**src/rtl/tick_pkg.sv**
```systemverilog
package tick_pkg;

  // ---------------------------------------------------------------
  // Bus geometry and answers
  // ---------------------------------------------------------------
  localparam int          DATA_W      = 32;
  localparam int          ADDR_W      = 8;
  localparam int          STRB_W      = DATA_W / 8;
  localparam logic [1:0]  RESP_OKAY   = 2'h0;
  localparam logic [1:0]  RESP_SLVERR = 2'h2;

  // ---------------------------------------------------------------
  // Register byte offsets
  // ---------------------------------------------------------------
  localparam logic [ADDR_W-1:0] OFS_COUNT = 8'h00;
  localparam logic [ADDR_W-1:0] OFS_LIMIT = 8'h04;
  localparam logic [ADDR_W-1:0] OFS_CTRL  = 8'h08;
  localparam logic [ADDR_W-1:0] OFS_STAT  = 8'h0C;

  // ---------------------------------------------------------------
  // Field layout
  // ---------------------------------------------------------------
  localparam int CNT_W        = 8;
  localparam int SRC_W        = 2;
  localparam int DIV_W        = 4;
  localparam int CTRL_SRC_LSB = 0;
  localparam int CTRL_DIV_LSB = 4;
  localparam int CTRL_IEN_BIT = 8;
  localparam int STAT_FLG_BIT = 0;
  localparam int PRE_W        = 10;
  localparam int SRC_NUM      = 3;
  localparam int SYNC_STAGES  = 3;

  typedef enum logic [SRC_W-1:0] {
    SRC_LOW_POWER,
    SRC_EXT_REF,
    SRC_INT_REF,
    SRC_IDLE
  } source_e;

  // ---------------------------------------------------------------
  // Reset values
  // ---------------------------------------------------------------
  localparam logic [CNT_W-1:0] COUNT_RST = 8'h00;
  localparam logic [CNT_W-1:0] LIMIT_RST = 8'h00;
  localparam source_e          SRC_RST   = SRC_LOW_POWER;
  localparam logic [DIV_W-1:0] DIV_RST   = 4'h0;
  localparam logic [DIV_W-1:0] DIV_OFF   = 4'h0;
  localparam logic [DIV_W-1:0] DEC_BASE  = 4'h8;

  // Division ratio: 1..7 binary 2^sel, 8..15 decimal steps
  function automatic logic [PRE_W-1:0] div_ratio(input logic [DIV_W-1:0] sel);
    logic [PRE_W-1:0] r;
    r = 10'h001;
    if (sel < DEC_BASE) begin
      r = PRE_W'(1) << sel;
    end else begin
      case (sel[2:0])
        3'h0:    r = 10'h001;
        3'h1:    r = 10'h00A;
        3'h2:    r = 10'h014;
        3'h3:    r = 10'h032;
        3'h4:    r = 10'h064;
        3'h5:    r = 10'h0C8;
        3'h6:    r = 10'h1F4;
        default: r = 10'h3E8;
      endcase
    end
    return r;
  endfunction

endpackage

```
**src/rtl/tick_if.sv**
```systemverilog
`timescale 1ns/1ps
interface tick_if;
  import tick_pkg::*;

  logic             src_edge;  // Rising edge of chosen source
  logic [PRE_W-1:0] ratio;     // Division ratio
  logic             run;       // Prescaler enabled
  logic             clear;     // Restart prescaler
  logic             tick;      // Prescaler output pulse

  modport ctrl (output src_edge, ratio, run, clear, input tick);
  modport pre  (input src_edge, ratio, run, clear, output tick);
endinterface

```
**src/rtl/tick_prescaler.sv**
```systemverilog
`timescale 1ns/1ps
module tick_prescaler (
  input  wire logic i_clk,    // System clock
  input  wire logic i_rst_b,  // Synchronous reset, active low
  tick_if.pre       bus       // Prescaler control and output
);
  import tick_pkg::*;

  logic [PRE_W-1:0] cnt_q;
  logic             tick_q;
  logic             last;

  assign last    = (cnt_q == (bus.ratio - PRE_W'(1)));
  assign bus.tick = tick_q;

  // ---------------------------------------------------------------
  // Divider state
  // ---------------------------------------------------------------
  // off while select zero
  always_ff @(posedge i_clk) begin
    if (!i_rst_b) begin
      cnt_q <= '0;
    end else if (bus.clear || !bus.run) begin
      cnt_q <= '0;
    end else if (bus.src_edge) begin
      cnt_q <= last ? '0 : cnt_q + PRE_W'(1);
    end
  end

  // ---------------------------------------------------------------
  // Output pulse
  // ---------------------------------------------------------------
  // divide by ratio
  always_ff @(posedge i_clk) begin
    if (!i_rst_b) begin
      tick_q <= 1'b0;
    end else begin
      tick_q <= bus.run && !bus.clear && bus.src_edge && last;
    end
  end
endmodule

```
**src/rtl/periodic_tick_counter.sv**
```systemverilog
`timescale 1ns/1ps
// Functional notes
// - Count reads back as 8 bits; writes to it change nothing.
// - Count clears on reset, limit write, or changed source/divider write.
// - Count advances per prescaler pulse; on limit match returns zero, sets flag.
// - Limit zero sets the flag on every prescaler pulse.
// - Any limit write restarts prescaler and count at zero.
// - Reset leaves count zero, limit zero, prescaler off.
// - Reset selects the low-power oscillator as counting source.
// - Prescaler idles while divider select is zero, runs otherwise.
// - Source select picks low-power, external or internal reference clock.
// - Writing a different source restarts prescaler and count.
// - Divider select offers binary and decimal division ratios.
// - Software-enabled interrupt signals the periodic flag.
module periodic_tick_counter (
  input  wire logic                           i_clk,                // 40 MHz clock
  input  wire logic                           i_rst_b,              // Sync reset, low
  input  wire logic                           i_low_power_osc_clock, // Source 0 pin
  input  wire logic                           i_external_ref_clock, // Source 1 pin
  input  wire logic                           i_internal_ref_clock, // Source 2 pin
  input  wire logic [tick_pkg::ADDR_W-1:0]    i_awaddr,             // Write address
  input  wire logic                           i_awvalid,            // Write addr valid
  output logic                                o_awready,            // Write addr ready
  input  wire logic [tick_pkg::DATA_W-1:0]    i_wdata,              // Write data
  input  wire logic [tick_pkg::STRB_W-1:0]    i_wstrb,              // Byte strobes
  input  wire logic                           i_wvalid,             // Write data valid
  output logic                                o_wready,             // Write data ready
  output logic [1:0]                          o_bresp,              // Write response
  output logic                                o_bvalid,             // Response valid
  input  wire logic                           i_bready,             // Response ready
  input  wire logic [tick_pkg::ADDR_W-1:0]    i_araddr,             // Read address
  input  wire logic                           i_arvalid,            // Read addr valid
  output logic                                o_arready,            // Read addr ready
  output logic [tick_pkg::DATA_W-1:0]         o_rdata,              // Read data
  output logic [1:0]                          o_rresp,              // Read response
  output logic                                o_rvalid,             // Read data valid
  input  wire logic                           i_rready,             // Read data ready
  output logic                                o_irq                 // Interrupt, high
);
  import tick_pkg::*;

  // ---------------------------------------------------------------
  // Declarations
  // ---------------------------------------------------------------
  logic                 aw_held_q;
  logic [ADDR_W-1:0]    aw_addr_q;
  logic                 w_held_q;
  logic [DATA_W-1:0]    w_data_q;
  logic [STRB_W-1:0]    w_strb_q;
  logic                 bvalid_q;
  logic [1:0]           bresp_q;
  logic                 rvalid_q;
  logic [1:0]           rresp_q;
  logic [DATA_W-1:0]    rdata_q;

  logic [CNT_W-1:0]     count_q;
  logic [CNT_W-1:0]     limit_q;
  source_e              src_q;
  logic [DIV_W-1:0]     div_q;
  logic                 ien_q;
  logic                 flag_q;

  logic [SRC_NUM-1:0]   pins;
  logic [SYNC_STAGES-1:0] sync_q [SRC_NUM];
  logic [SRC_NUM-1:0]   level_q;
  logic                 sel_level;
  logic                 prev_q;

  logic                 wr_go;
  logic                 wr_limit;
  logic                 wr_ctrl;
  logic                 wr_stat;
  logic                 wr_hit;
  logic [DATA_W-1:0]    ctrl_word;
  logic [DATA_W-1:0]    ctrl_new;
  logic [DATA_W-1:0]    limit_new;
  logic [DATA_W-1:0]    stat_new;
  source_e              src_new;
  logic [DIV_W-1:0]     div_new;
  logic                 cfg_change;
  logic                 restart;
  logic                 match;
  logic                 flag_set;
  logic                 flag_clr;
  logic [DATA_W-1:0]    rd_word;
  logic                 rd_hit;

  tick_if tick_bus ();

  // ---------------------------------------------------------------
  // Helpers
  // ---------------------------------------------------------------
  // Merge bus data into a word under byte strobes
  function automatic logic [DATA_W-1:0] apply_strb(
    input logic [DATA_W-1:0] old_w,
    input logic [DATA_W-1:0] new_w,
    input logic [STRB_W-1:0] strb
  );
    logic [DATA_W-1:0] res;
    res = old_w;
    for (int b = 0; b < STRB_W; b++) begin
      if (strb[b]) begin
        res[b*8 +: 8] = new_w[b*8 +: 8];
      end
    end
    return res;
  endfunction

  // ---------------------------------------------------------------
  // Source pin synchronisers
  // ---------------------------------------------------------------
  assign pins = {i_internal_ref_clock, i_external_ref_clock, i_low_power_osc_clock};

  for (genvar s = 0; s < SRC_NUM; s++) begin : g_sync
    always_ff @(posedge i_clk) begin
      if (!i_rst_b) begin
        sync_q[s] <= '0;
      end else begin
        sync_q[s] <= {sync_q[s][SYNC_STAGES-2:0], pins[s]};
      end
    end

    // Level moves only once stages two and three agree
    always_ff @(posedge i_clk) begin
      if (!i_rst_b) begin
        level_q[s] <= 1'b0;
      end else if (sync_q[s][1] == sync_q[s][2]) begin
        level_q[s] <= sync_q[s][2];
      end
    end
  end

  // ---------------------------------------------------------------
  // Source selection and edge detect
  // ---------------------------------------------------------------
  // three-way source mux
  always_comb begin
    case (src_q)
      SRC_LOW_POWER: sel_level = level_q[0];
      SRC_EXT_REF:   sel_level = level_q[1];
      SRC_INT_REF:   sel_level = level_q[2];
      default:       sel_level = 1'b0;
    endcase
  end

  always_ff @(posedge i_clk) begin
    if (!i_rst_b) begin
      prev_q <= 1'b0;
    end else begin
      prev_q <= sel_level;
    end
  end

  assign tick_bus.src_edge = sel_level && !prev_q;
  assign tick_bus.ratio    = div_ratio(div_q);
  assign tick_bus.run      = (div_q != DIV_OFF);
  assign tick_bus.clear    = restart;

  tick_prescaler u_prescaler (
    .i_clk   (i_clk),
    .i_rst_b (i_rst_b),
    .bus     (tick_bus)
  );

  // ---------------------------------------------------------------
  // Write channel
  // ---------------------------------------------------------------
  assign o_awready = !aw_held_q;
  assign o_wready  = !w_held_q;
  assign wr_go     = aw_held_q && w_held_q && !bvalid_q;

  always_ff @(posedge i_clk) begin
    if (!i_rst_b) begin
      aw_held_q <= 1'b0;
      aw_addr_q <= '0;
    end else if (i_awvalid && o_awready) begin
      aw_held_q <= 1'b1;
      aw_addr_q <= i_awaddr;
    end else if (wr_go) begin
      aw_held_q <= 1'b0;
    end
  end

  always_ff @(posedge i_clk) begin
    if (!i_rst_b) begin
      w_held_q <= 1'b0;
      w_data_q <= '0;
      w_strb_q <= '0;
    end else if (i_wvalid && o_wready) begin
      w_held_q <= 1'b1;
      w_data_q <= i_wdata;
      w_strb_q <= i_wstrb;
    end else if (wr_go) begin
      w_held_q <= 1'b0;
    end
  end

  // Address decode of the held write
  always_comb begin
    wr_limit = 1'b0;
    wr_ctrl  = 1'b0;
    wr_stat  = 1'b0;
    wr_hit   = 1'b1;
    if (aw_addr_q == OFS_COUNT) begin
      wr_hit = 1'b1;
    end else if (aw_addr_q == OFS_LIMIT) begin
      wr_limit = wr_go;
    end else if (aw_addr_q == OFS_CTRL) begin
      wr_ctrl = wr_go;
    end else if (aw_addr_q == OFS_STAT) begin
      wr_stat = wr_go;
    end else begin
      wr_hit = 1'b0;
    end
  end

  always_ff @(posedge i_clk) begin
    if (!i_rst_b) begin
      bvalid_q <= 1'b0;
      bresp_q  <= RESP_OKAY;
    end else if (wr_go) begin
      bvalid_q <= 1'b1;
      bresp_q  <= wr_hit ? RESP_OKAY : RESP_SLVERR;
    end else if (i_bready) begin
      bvalid_q <= 1'b0;
    end
  end

  assign o_bvalid = bvalid_q;
  assign o_bresp  = bresp_q;

  // ---------------------------------------------------------------
  // Configuration registers
  // ---------------------------------------------------------------
  always_comb begin
    ctrl_word = '0;
    ctrl_word[CTRL_SRC_LSB +: SRC_W] = src_q;
    ctrl_word[CTRL_DIV_LSB +: DIV_W] = div_q;
    ctrl_word[CTRL_IEN_BIT]          = ien_q;
  end

  assign ctrl_new  = apply_strb(ctrl_word, w_data_q, w_strb_q);
  assign limit_new = apply_strb({{(DATA_W-CNT_W){1'b0}}, limit_q}, w_data_q, w_strb_q);
  assign stat_new  = apply_strb('0, w_data_q, w_strb_q);
  assign src_new   = source_e'(ctrl_new[CTRL_SRC_LSB +: SRC_W]);
  assign div_new   = ctrl_new[CTRL_DIV_LSB +: DIV_W];

  assign cfg_change = wr_ctrl && ((src_new != src_q) || (div_new != div_q));
  assign restart    = wr_limit || cfg_change;

  always_ff @(posedge i_clk) begin
    if (!i_rst_b) begin
      limit_q <= LIMIT_RST;
    end else if (wr_limit) begin
      limit_q <= limit_new[CNT_W-1:0];
    end
  end

  always_ff @(posedge i_clk) begin
    if (!i_rst_b) begin
      src_q <= SRC_RST;
      div_q <= DIV_RST;
      ien_q <= 1'b0;
    end else if (wr_ctrl) begin
      src_q <= src_new;
      div_q <= div_new;
      ien_q <= ctrl_new[CTRL_IEN_BIT];
    end
  end

  // ---------------------------------------------------------------
  // Main counter
  // ---------------------------------------------------------------
  // limit zero matches each pulse
  assign match = tick_bus.tick && (count_q == limit_q) && !restart;

  always_ff @(posedge i_clk) begin
    if (!i_rst_b) begin
      count_q <= COUNT_RST;
    end else if (restart) begin
      count_q <= COUNT_RST;
    end else if (tick_bus.tick) begin
      count_q <= (count_q == limit_q) ? COUNT_RST : count_q + CNT_W'(1);
    end
  end

  // ---------------------------------------------------------------
  // Periodic flag and interrupt
  // ---------------------------------------------------------------
  assign flag_set = match;
  assign flag_clr = wr_stat && stat_new[STAT_FLG_BIT];

  always_ff @(posedge i_clk) begin
    if (!i_rst_b) begin
      flag_q <= 1'b0;
    end else begin
      flag_q <= flag_set || (flag_q && !flag_clr);
    end
  end

  assign o_irq = flag_q && ien_q;

  // ---------------------------------------------------------------
  // Read channel
  // ---------------------------------------------------------------
  assign o_arready = !rvalid_q;

  always_comb begin
    rd_word = '0;
    rd_hit  = 1'b1;
    if (i_araddr == OFS_COUNT) begin
      rd_word[CNT_W-1:0] = count_q;
    end else if (i_araddr == OFS_LIMIT) begin
      rd_word[CNT_W-1:0] = limit_q;
    end else if (i_araddr == OFS_CTRL) begin
      rd_word = ctrl_word;
    end else if (i_araddr == OFS_STAT) begin
      rd_word[STAT_FLG_BIT] = flag_q;
    end else begin
      rd_hit = 1'b0;
    end
  end

  always_ff @(posedge i_clk) begin
    if (!i_rst_b) begin
      rvalid_q <= 1'b0;
      rresp_q  <= RESP_OKAY;
      rdata_q  <= '0;
    end else if (i_arvalid && o_arready) begin
      rvalid_q <= 1'b1;
      rresp_q  <= rd_hit ? RESP_OKAY : RESP_SLVERR;
      rdata_q  <= rd_word;
    end else if (i_rready) begin
      rvalid_q <= 1'b0;
    end
  end

  assign o_rvalid = rvalid_q;
  assign o_rresp  = rresp_q;
  assign o_rdata  = rdata_q;

endmodule

```
**config.mk**
```make
export PLATFORM = sky130hd
export DESIGN_NAME = periodic_tick_counter
export DESIGN_NICKNAME = d
export VERILOG_FILES = /design/src/rtl/tick_pkg.sv /design/src/rtl/tick_if.sv /design/src/rtl/tick_prescaler.sv /design/src/rtl/periodic_tick_counter.sv
export SDC_FILE = /design/constraint.sdc
export NUM_CORES = 1
export LEC_CHECK = 0
export BUFFER_PORTS_ARGS = -buffer_cell sky130_fd_sc_hd__clkbuf_2
export CORE_MARGIN = 2
export CORE_UTILIZATION = 55
export CTS_BUF_LIST = sky130_fd_sc_hd__clkbuf_8
export CTS_CLUSTER_SIZE = 20
export DETAILED_ROUTE_END_ITERATION = 10
export PLACE_DENSITY = 0.82
export SYNTH_ARGS = -nofsm -noshare
export SYNTH_HDL_FRONTEND = slang
export SYNTH_SLANG_ARGS = --single-unit
```
**constraint.sdc**
```tcl
create_clock -name i_clk -period 3.9 [get_ports i_clk]
set_clock_uncertainty 0.2 [all_clocks]
set_input_delay 0.585 -clock i_clk [delete_from_list [all_inputs] [get_ports i_clk]]
set_output_delay 0.585 -clock i_clk [all_outputs]
set_load 0.01 [all_outputs]
```
* Yosys cells after proc, flatten, opt, wreduce, memory -nomap -nowiden
Memory sizes are Yosys's and may differ from the RTL's.
Cells that the tools add are included.
** Storage, ports and cells
- Flip-flop bits (word level) :: 98
- Bits in latches :: 0
- Memory bits (writable) :: 9
- ROM bits :: 0
- Input bits :: 62
- Output and inout bits :: 42
- Logic and storage cells :: 138
- Memories :: 1
** Memories
- sync_q :: depth 3, width 3, read ports 3, clocked after Yosys merged registers in 0, write ports 3, RTL line periodic_tick_counter.sv:64 : logic [SYNC_STAGES-1:0] sync_q [SRC_NUM];
** Operators by class
- $add $sub $neg :: 3
- Multipliers :: 0
- Div/mod/pow operators :: 0
- Order comparisons :: 1
- Eq/ne operators :: 21
- Shift-type cells :: 1
- Mux-type cells :: 45
- Bitwise operators :: 4
- Reductions and logical operators :: 40
** Operator list (count)
- one-hot mux 10 bit (7 select lines) :: 1
- two-way mux 8 bit :: 5
- equality test 8 x 4 -> 1 bit, second input constant :: 4
- two-way mux 1 bit :: 30
- two-way mux 24 bit :: 1
- two-way mux 10 bit :: 2
- equality test 8 x 3 -> 1 bit, second input constant :: 2
- logical NOT 8 bit :: 2
- logical AND 1 bit :: 15
- adder 10 x 1 -> 10 bit, second input constant :: 1
- equality test 10 bit :: 1
- left shift 1 x 4 -> 10 bit, first input constant :: 1
- subtractor 10 x 1 -> 10 bit, second input constant :: 1
- equality test 3 bit, second input constant :: 3
- two-way mux 3 bit :: 3
- adder 8 x 1 -> 8 bit, second input constant :: 1
- equality test 8 bit :: 1
- logical NOT 1 bit :: 8
- nonzero test 2 bit :: 4
- equality test 3 x 2 -> 1 bit, second input constant :: 2
- logical OR 1 bit :: 4
- less-than comparator 4 bit, second input constant :: 1
- two-way mux 2 bit :: 2
- inequality test 4 bit :: 1
- 13 further kinds :: 19

* Logic depth before layout (Yosys ltp)
Gate-level depths: netlist of run 1.
- Word-level depth :: 11
- Gate-level depth with buffers :: 11
- Depth with buffers taken out :: 9

* Cells and area by module
Synthesis of run 1 repeated with hierarchy kept, for this count alone.
** Second synthesis, totals
- Cell total of the unflattened synthesis :: 466
- Area total of the unflattened synthesis :: 4098.9 um2
** By module, submodules not included
- periodic_tick_counter :: times used 1, cells each 370, area each 3289.4 um2, seq. area each 1421.4 um2
- tick_prescaler :: times used 1, cells each 96, area each 809.5 um2, seq. area each 220.2 um2

* Worst setup path after synthesis of run 1
No wires, ideal clock.
- Kind :: reg-to-reg
- Start point :: register div_q[1]
- End point :: register u_prescaler.cnt_q[0]
- Setup time :: 136 ps
- Arrival :: 2378 ps
- Data required time :: 3564 ps
- Path slack :: 1186 ps
- Cell stages (with the launch flop) :: 11
- Path buffers :: 2
- Clock period less this slack :: 2714 ps
- Cells stage by stage :: dfxtp_1 > buf_6 > or3_4 > ha_1 > buf_2 > nor4bb_1 > a31oi_1 > a31oi_1 > o211ai_2 > o41ai_4 > nor2_1
** Between the ends
- Word-level cells in the longest chain between the ends :: 7
- Elaborated cells on any way between the ends :: 23
- Those cells by class :: add/sub (1); order compare (1); eq/ne (8); shift (1); mux (4); reduce/logical (8)
** RTL lines
- start: declaration :: RTL line periodic_tick_counter.sv:59 : logic [DIV_W-1:0] div_q;
- start signal: assignment :: RTL line periodic_tick_counter.sv:266 : div_q <= div_new;
- parallel branches: the longest is 7 deep, another holds subtractor 10 x 1 -> 10 bit
- end signal: assignment :: RTL line tick_prescaler.sv:26 : cnt_q <= last ? '0 : cnt_q + PRE_W'(1);
- end: declaration :: RTL line tick_prescaler.sv:9 : logic [PRE_W-1:0] cnt_q;
Several ways; the timed one is not identified.
A chain may end at the register's enable or synchronous reset.

* Final worst setup path of run 1
- Start point :: register div_q[1]
- End point :: register u_prescaler.cnt_q[5]
Same word-level chain as after synthesis.

==> impl_metrics.py, run 1 <==
metrics = {
    "status": {
        "status": "finished, final reports clean",
    },
    "global_route": {
        "track_usage_pct": 20.7,
        "grt_max_degree": 63,
        "grt_pass1_vias": 2953,
        "grt_pass1_wl_um": 13900,
        "antenna_found_initial": 0,
        "grt-ovfl-total": 0,
    },
    "min_path": {
        "min_from": "i_low_power_osc_clock",
        "holdPathEnd": "sync_q[0][0]",
        "min_path_type": "in -> reg",
        "hold_depth": 2,
    },
    "detailed_routing": {
        "vias": 3347,
        "drtIter0Drc": 230,
        "via_per_inst": 5.42,
        "drtAntennaViolNets": 0,
        "wire_per_inst_um": 13.3,
        "first_pass_iters": 5,
        "routed_wl_um": 8220,
        "post-route-drc-count": 0,
    },
    "sta": {
        "setup_viol": 0,
        "post-route-period-util_pct": 82.0,
        "max_freq_mhz": 313,
        "rsz0062_at_grt": "false",
        "finalSetupTns_ns": 0,
        "relSlewSlack_pct": 38.8,
        "period_needed_ns": 3.20,
        "worst_pin_slew_ns": 0.916,
        "drv_slew": 0,
        "finalHoldViolCount": 0,
        "fin_hold_ws_ns": 0.227,
    },
    "critical_path": {
        "critical_path_class": "reg -> reg",
        "critPathRequiredTime_ns": 3.93,
        "worst-path-max-fanout": 20,
        "max_stage_delay_ns": 0.78,
        "cp_cell_sequence": "nand2b_1, nand3_1, ha_1, nand3b_1, o31ai_1, o31ai_1, o211ai_2, o41ai_4, nor2_1",
        "r2r-end": "u_prescaler.cnt_q[5]",
        "r2r_start": "div_q[1]",
        "path_buf_inv": 0,
        "worstSetupEndpointType": "flop",
        "cp_data_arrival_time_ns": 3.23,
        "reg2reg_depth": 9,
        "cp_top_family": "compound AO/OA/AOI/OAI gates",
        "start_kind": "flop",
        "r2r_slack_ns": 0.70,
        "crit_top_cell": "o31ai_1",
        "slowest_stage": "dfxtp_1",
    },
    "clocking": {
        "cts-root-buf": "clkbuf_8",
        "clock_sinks": 82,
        "cts_resized": 0,
        "cts.path.max_buffers": 2,
        "insertion_delay_ns": 0.36,
        "holdBufCountCts": 0,
        "path_clk_slew_ns": 0.09,
        "postCtsSetupRepairBufs": 0,
        "cts_made_buffers": 9,
        "htreeDepth": 3,
        "cts_tree": "built",
    },
    "floorplanning": {
        "io_pins": 104,
        "start_util_pct": 56.8,
        "dieWidth_um": 90.6,
        "num_rows": 31,
        "fp.dieArea_um2": 8200,
        "die_h_um": 90.6,
        "design.core.area_um2": 7250,
    },
    "power_and_ir_drop": {
        "p_leak_uw": 0.00177,
        "power_density_nw_per_um2": 348,
        "ir_drop_mv": 0.315,
        "switchingPower_uw": 418,
        "swShare_pct": 26.7,
        "cellInternalPower_uw": 1150,
        "clockPowerShare_pct": 37.1,
        "p_seq_share_pct": 55.8,
        "comb_power_share_pct": 7.1,
    },
    "synthesis": {
        "synth_edf_count": 0,
        "synth_area_leaders": "dfxtp_1, nand2_1, mux2i_1",
        "synth_top_area_share_pct": 39.8,
        "synth_seq_area_share_pct": 39.8,
        "ys_ff_latch": 82,
        "synth_common_cells": "dfxtp_1, nand2_1, nor2_1, nor2b_1, buf_4",
        "ys.warnings.count": 0,
        "yosysUniqueCellTypes": 53,
        "yosys.area_share.simple_pct": 25.0,
        "yosys.area_share.xor_xnor_pct": 7.44,
        "avgSynthCellArea_um2": 8.73,
        "synthAdderAreaFrac_pct": 0.911,
        "synth_cells": 472,
        "yosys.area.top_type": "dfxtp_1",
        "ys_async_sr_fraction_pct": 0,
        "synth_compound_area_share_pct": 12.7,
        "yosysMostFrequentCell": "dfxtp_1",
        "synth_top_family_by_area": "simple AND/OR/NAND/NOR gates",
        "ys.flop_type": "dfxtp_1",
        "netlist_area_um2": 4120,
        "muxShareOfSynthArea_pct": 6.13,
    },
    "final_layout": {
        "syn_to_final_growth_pct": 9.02,
        "final_util_pct": 61.9,
        "final_nets": 579,
        "final_layout_size_suffix_gt1_share_pct": 15.2,
        "diodes": 0,
    },
    "placement": {
        "place.gp.congestion": 0.836,
        "dp_hpwl_um": 5940,
        "place.port_buffers": 53,
    },
    "run": {
        "max_cap_violations": 0,
    },
}
cell type report:
type | instances | area [um^2]
clock buffers | 9 | 124
clock inverters | 7 | 60.1
fillers | 612 | 2760
inverters | 7 | 26.3
multi-input cells | 360 | 2240
flip-flops and latches | 82 | 1640
well taps | 99 | 124
repair buffers | 54 | 273
layer usage:
layer | GRT usage (%) | part of all wire (%)
met5 | 0 | 0
met4 | 7.95 | 1.7
met3 | 3.34 | 5.6
met2 | 35.4 | 50
met1 | 26.3 | 43
cells by family (layout without fill, tap and decap cells):
| group | after synthesis | after routing |
|---|---|---|
| AOI/OAI and AO/OA | 74 | 74 |
| xor gates and xnor gates | 35 | 35 |
| adders and majority gates | 3 | 3 |
| buffers and inverters | 54 | 77 |
| DFF | 82 | 82 |
| muxes | 24 | 24 |
| other | 1 | 25 |
| and+or+nand+nor | 199 | 199 |
stage by stage:
step | cell area [um^2] | total power [uW] | instances | worst slack, ns
2_1_floorplan | 4210 | 981 | 496 | 1.19
3_3_place_gp | 4310 | 996 | 602 | 0.798
3_5_place_dp | 4310 | 1000 | 602 | 0.711
4_1_cts | 4490 | 1570 | 618 | 0.699
5_1_grt | 4490 | 1630 | 618 | 0.433
6_report | 4490 | 1560 | 618 | 0.701
sequential cells by signal (all words and copies together), names as in the netlist, 2 cells and up:
name               cells
limit_q                8
src_q                  2
w_data_q               9
sync_q                 9
level_q                3
w_strb_q               2
aw_addr_q              8
div_q                  4
o_rdata                9
u_prescaler.cnt_q     10
count_q                8
power by group through the flow:
| stage | clock (uW) | sequential (uW) | combinational (uW) |
|---|---|---|---|
| 5_1_grt | 634 | 876 | 123 |
| 6_report | 580 | 872 | 111 |
| 3_5_place_dp | 0 | 892 | 111 |
| 2_1_floorplan | 0 | 889 | 92.6 |
| 3_3_place_gp | 0 | 890 | 106 |
| 4_1_cts | 591 | 872 | 111 |
how the worst max path moves through the flow:
| stage | startpoint | end | slack, ns | cells past startpoint |
|---|---|---|---|---|
| 2_1_floorplan | div_q[1] | u_prescaler.cnt_q[0] | 1.19 | 10 |
| 3_3_place_gp | div_q[1] | u_prescaler.cnt_q[0] | 0.80 | 8 |
| 3_5_place_dp | div_q[1] | u_prescaler.cnt_q[5] | 0.71 | 9 |
| 4_1_cts | div_q[1] | u_prescaler.cnt_q[5] | 0.70 | 9 |
| 5_1_grt | div_q[1] | u_prescaler.cnt_q[1] | 0.43 | 9 |
| 6_report | div_q[1] | u_prescaler.cnt_q[5] | 0.70 | 9 |
cells in the final DEF, fill, tap and decap left out, types with 11 or more instances in the layout:
cell type	count
nor2b_1	29
nor2_1	32
xor2_1	17
conb_1	25
o21ai_0	15
clkbuf_2	53
a21oi_1	11
a21boi_0	23
nand2_1	67
mux2i_1	23
and2_1	12
dfxtp_1	82
xnor2_1	18
(Power assumes the default switching activity.)
==> inputs of run 2 (changes only) <==
- clock period: 3.9 -> 3.1 ns (I/O delays scaled with it)
==> run 2 against run 1 <==
Net effect: utilization rose by 0.85 points; sequential cell count did not move; count of clock-buffer cells in the layout did not move; register-to-register slack got worse by 0.43 ns; cell count rose by 0.97%; worst setup slack got worse by 0.43 ns; cell area rose by 1.4%; critical path type unchanged; largest power group unchanged.
==> impl_metrics.py, run 2 (same netlist as run 1, synthesis figures left out) <==
metrics = {
    "floorplanning": {
        "num_rows": 31,
        "start_util_pct": 56.8,
        "die_h_um": 90.6,
        "dieWidth_um": 90.6,
        "design.core.area_um2": 7250,
        "io_pins": 104,
        "fp.dieArea_um2": 8200,
    },
    "status": {
        "status": "finished, final reports clean",
    },
    "detailed_routing": {
        "drtIter0Drc": 246,
        "routed_wl_um": 8400,
        "vias": 3345,
        "post-route-drc-count": 0,
        "via_per_inst": 5.36,
        "wire_per_inst_um": 13.5,
        "first_pass_iters": 4,
        "drtAntennaViolNets": 0,
    },
    "sta": {
        "relSlewSlack_pct": 37.7,
        "period_needed_ns": 2.83,
        "finalHoldViolCount": 0,
        "rsz0062_at_grt": "false",
        "setup_viol": 0,
        "fin_hold_ws_ns": 0.0899,
        "finalSetupTns_ns": 0,
        "worst_pin_slew_ns": 0.933,
        "max_freq_mhz": 353,
        "post-route-period-util_pct": 91.3,
        "drv_slew": 0,
    },
    "global_route": {
        "grt-ovfl-total": 0,
        "grt_most_used_layer": "met2",
        "met2_usage_pct": 36.2,
        "grt_max_degree": 63,
        "grt_pass1_wl_um": 14000,
        "gr-usage-met1_pct": 25.0,
        "grt_use_met3_pct": 4.34,
        "antenna_found_initial": 0,
        "grt_pass1_vias": 3046,
        "track_usage_pct": 20.7,
    },
    "critical_path": {
        "worst-path-max-fanout": 14,
        "start_kind": "flop",
        "cp_cell_sequence": "buf_4, inv_1, nand3_1, ha_1, nand3b_1, o31ai_1, o31ai_1, o211ai_2, o41ai_4, buf_4, nor2_1",
        "max_stage_delay_ns": 0.41,
        "critical_path_class": "reg -> reg",
        "slowest_stage": "dfxtp_1",
        "worstSetupEndpointType": "flop",
        "cp_data_arrival_time_ns": 2.89,
        "critPathRequiredTime_ns": 3.16,
    },
    "clocking": {
        "cts_resized": 0,
        "clock_sinks": 82,
        "holdBufCountCts": 0,
        "insertion_delay_ns": 0.37,
        "cts.path.max_buffers": 2,
        "cts-root-buf": "clkbuf_8",
        "path_clk_slew_ns": 0.10,
        "cts_tree": "built",
        "postCtsSetupRepairBufs": 0,
        "htreeDepth": 3,
        "cts_made_buffers": 9,
    },
    "final_layout": {
        "n_fill_cell": 599,
        "final_layout_size_suffix_gt1_share_pct": 16.2,
        "largest_reg_flops": 10,
        "final_nets": 585,
        "diodes": 0,
        "final_common_cell": "dfxtp_1",
        "seqCellArea_um2": 1640,
        "final_util_pct": 62.8,
        "multi_input_area_um2": 2240,
        "top_register": "u_prescaler.cnt_q",
        "syn_to_final_growth_pct": 10.5,
        "postLayoutCellArea_um2": 4550,
        "final_cell_mix": "dfxtp_1, nand2_1, clkbuf_2, nor2_1, nor2b_1",
    },
    "placement": {
        "place.gp.congestion": 0.864,
        "place.port_buffers": 53,
        "dp_hpwl_um": 5980,
        "placed_area_um2": 4350,
    },
    "power_and_ir_drop": {
        "total_power_uw": 2020,
        "p_leak_uw": 0.00181,
        "power_density_nw_per_um2": 443,
        "ir_drop_mv": 0.427,
    },
    "min_path": {
        "min_path_type": "in -> reg",
    },
    "run": {
        "max_cap_violations": 0,
    },
}
==> run 2: area by class of cell <==
cell class / count / area share, %
sequential: 82 / 36.1
clock buffer: 9 / 2.72
clock inverter: 7 / 1.68
tap: 99 / 2.72
timing repair buffer: 60 / 6.98
multi-input combinational: 360 / 49.3
inverter: 7 / 0.577
==> run 2: layer usage <==
layer,wire (um),vias to the layer above
met5,0,-
met4,180,0
met3,377,23
met2,4120,100
met1,3710,1565
li1,-,1657
==> run 2: metrics by stage <==
stage / worst slack, ns / instances
floorplan: 0.386 / 496
global placement: 0.442 / 608
detailed placement: 0.370 / 608
CTS: 0.312 / 624
global route: 0.155 / 624
finish: 0.268 / 624
==> run 2: worst max-delay path, delay by kind of cell, from the launching register on <==
kind / cells / cell delay (ns)
compound gates: 4 / 0.91
buf+inv: 3 / 0.53
flops: 1 / 0.41
simple gates: 3 / 0.31
fa+ha+maj: 1 / 0.37
==> run 2: path summary, 6_finish.rpt <==
check / slack (ns) / cells past startpoint / endpoint / from
hold reg to reg: 0.24 / 1 / sync_q[0][1] / sync_q[0][0]
hold / removal: 0.09 / 2 / sync_q[2][0] / i_internal_ref_clock
setup / recovery: 0.27 / 11 / u_prescaler.cnt_q[2] / div_q[2]
setup reg to reg: 0.27 / 11 / u_prescaler.cnt_q[2] / div_q[2]
==> run 2: power breakdown <==
part	internal (uW)	switching [uW]	leakage, uW
clock	322	460	0.000103
sequential	1080	19.0	0.000666
combinational	58.5	80.4	0.00104
==> inputs of run 3 (changes only) <==
- ABC_AREA: unset -> 1
==> run 3 against run 2 <==
Net effect: area after synthesis increased by 0.76%; via count increased by 13%; non-clock buffer count decreased by 6; sequential share of layout area decreased by 0.18 points; sequential cell count unchanged; cell area increased by 0.49%; die area increased by 0.73%; global-route usage increased by 1.0 points.
==> impl_metrics.py, run 3 <==
metrics = {
    "sta": {
        "fin_hold_ws_ns": 0.0984,
        "rsz0062_at_grt": "false",
        "max_freq_mhz": 415,
        "worst_pin_slew_ns": 0.559,
        "relSlewSlack_pct": 62.6,
        "setup_ws_ns": 0.692,
        "setup_viol": 0,
        "finalSetupTns_ns": 0,
        "post-route-period-util_pct": 77.7,
        "drv_slew": 0,
        "finalHoldViolCount": 0,
        "period_needed_ns": 2.41,
    },
    "clocking": {
        "cts.path.max_buffers": 2,
        "holdBufCountCts": 0,
        "path_clk_slew_ns": 0.08,
        "cts_resized": 0,
        "cts_made_buffers": 9,
        "postCtsSetupRepairBufs": 0,
        "cts-root-buf": "clkbuf_8",
        "htreeDepth": 3,
        "insertion_delay_ns": 0.36,
        "cts_tree": "built",
        "clock_sinks": 82,
    },
    "critical_path": {
        "cp_data_arrival_time_ns": 2.45,
        "start_kind": "flop",
        "cp_top_family": "simple AND/OR/NAND/NOR gates",
        "worstSetupEndpointType": "flop",
        "critical_path_class": "reg -> reg",
        "critPathRequiredTime_ns": 3.14,
        "cp_cell_sequence": "inv_2, nor2_1, inv_1, nand2_1, ha_1, inv_1, nand2_1, nand2_1, inv_1, nand2_1, nand2_1, nand3_1, nor3_2, nand3_2, nand2_4, nor2_2",
        "path_buf_inv": 4,
        "slowest_stage": "dfxtp_1",
        "max_stage_delay_ns": 0.52,
        "worst-path-max-fanout": 10,
        "crit_top_cell": "nand2_1",
    },
    "synthesis": {
        "ys_async_sr_fraction_pct": 0,
        "synth_area_leaders": "dfxtp_1, nand2_1, inv_1",
        "ys.flop_type": "dfxtp_1",
        "avgSynthCellArea_um2": 7.01,
        "synth_top_area_share_pct": 39.5,
        "yosysUniqueCellTypes": 39,
        "netlist_area_um2": 4150,
        "ys.warnings.count": 0,
        "synth_common_cells": "nand2_1, dfxtp_1, inv_1, nor2_1, o21ai_0",
        "ys_ff_latch": 82,
        "yosys.area.top_type": "dfxtp_1",
        "yosysMostFrequentCell": "nand2_1",
        "synth_edf_count": 0,
        "synth_seq_area_share_pct": 39.5,
        "synth_cells": 592,
    },
    "detailed_routing": {
        "wire_per_inst_um": 11.7,
        "drtIter0Drc": 245,
        "drtAntennaViolNets": 0,
        "first_pass_iters": 4,
        "via_per_inst": 5.08,
        "vias": 3789,
        "post-route-drc-count": 0,
        "routed_wl_um": 8700,
    },
    "placement": {
        "place.gp.congestion": 0.911,
        "placed_cells": 730,
        "dp_hpwl_um": 6490,
        "place.port_buffers": 53,
        "dp_slack_ns": 0.712,
    },
    "floorplanning": {
        "num_rows": 31,
        "dieWidth_um": 90.9,
        "start_util_pct": 56.9,
        "design.core.area_um2": 7290,
        "io_pins": 104,
        "die_h_um": 90.9,
        "fp.dieArea_um2": 8260,
    },
    "global_route": {
        "grt_max_degree": 34,
        "grt_pass1_vias": 3353,
        "antenna_found_initial": 0,
        "grt-ovfl-total": 0,
        "grt_pass1_wl_um": 14700,
        "track_usage_pct": 21.8,
    },
    "final_layout": {
        "final_util_pct": 62.7,
        "final_nets": 707,
        "largest_reg_flops": 10,
        "n_fill_cell": 672,
        "diodes": 0,
        "instances_no_fill": 746,
        "final_cell_mix": "nand2_1, dfxtp_1, inv_1, nor2_1, clkbuf_2",
        "final_common_cell": "nand2_1",
        "final_layout_size_suffix_gt1_share_pct": 16.4,
        "top_register": "u_prescaler.cnt_q",
        "syn_to_final_growth_pct": 10.2,
    },
    "power_and_ir_drop": {
        "ir_drop_mv": 0.338,
        "power_density_nw_per_um2": 447,
        "p_leak_uw": 0.00204,
    },
    "status": {
        "status": "finished, final reports clean",
    },
    "run": {
        "max_cap_violations": 0,
    },
    "min_path": {
        "min_path_type": "in -> reg",
    },
}
## run 3: cell count changes after synthesis, moves of 14 or more
cell      before  now
nor2b_1       29    1
nor2_1        32   69
inv_1          7   69
nand3_1        5   30
mux2i_1       23    1
a21oi_1       11   41
nand2_1       67  108
xnor2_1       18    4
a21boi_0      23    0
nor2_2         0   15
o21ai_0       15   46
## run 3: cell type report
class / count / area [um^2] / share of cell area (%)
clock buffers: 9 / 124 / 2.71
clock inverters: 7 / 68.8 / 1.50
inverters: 80 / 300 / 6.56
multi-input cells: 415 / 2040 / 44.7
flip-flops and latches: 82 / 1640 / 35.9
well taps: 99 / 124 / 2.71
repair buffers: 54 / 273 / 5.96
## run 3: per-stage QoR
stage	cell area, um^2	total power [uW]
after global routing	4580	2130
after CTS	4580	2060
final	4580	2040
after detailed placement	4380	1300
after global placement	4380	1300
after floorplan	4240	1270
## run 3: final timing paths
| path | cells after the start | endpoint | from | slack, ns |
|---|---|---|---|---|
| setup reg to reg | 16 | u_prescaler.cnt_q[2] | div_q[1] | 0.69 |
| setup / recovery | 16 | u_prescaler.cnt_q[2] | div_q[1] | 0.69 |
| hold / removal | 3 | sync_q[2][0] | i_internal_ref_clock | 0.1 |
| hold reg to reg | 2 | sync_q[1][1] | sync_q[1][0] | 0.22 |
## run 3: routing by layer
metal / wire length [um] / part of all wire (%) / GRT usage, %
met1: 4040 / 46 / 27.1
met2: 3920 / 45 / 36.3
met3: 616 / 7.1 / 6.01
met4: 123 / 1.4 / 7.45
met5: 0 / 0 / 0
## run 3: worst register-to-register path: stages, from the launching register on
cell and delay (ns):
dfxtp_1 0.52, inv_2 0.12, nor2_1 0.17, inv_1 0.08
nand2_1 0.06, ha_1 0.18, inv_1 0.07, nand2_1 0.05
nand2_1 0.07, inv_1 0.06, nand2_1 0.05, nand2_1 0.05
nand3_1 0.09, nor3_2 0.20, nand3_2 0.12, nand2_4 0.18
nor2_2 0.05
## run 3: kinds of logic (layout without fill, tap and decap cells)
family          after synthesis  after routing  share of synthesized area [%]
buf+inv                     119            150                           13.4
compound gates              110            110                           14.1
flops                        82             82                           39.5
fa+ha+maj                     3              3                          0.904
mux                           1              1                          0.241
other cells                   1             25                         0.0903
simple gates                260            260                           28.4
xor+xnor                     16             16                           3.38
## run 3: power by group
group | switching (uW) | internal (uW) | leakage [uW] | total (uW)
registers | 24.2 | 1090 | 0.000668 | 1110
logic | 110 | 57.5 | 0.00128 | 168
clock network | 392 | 372 | 0.000101 | 765
total | 527 | 1520 | 0.00204 | 2040
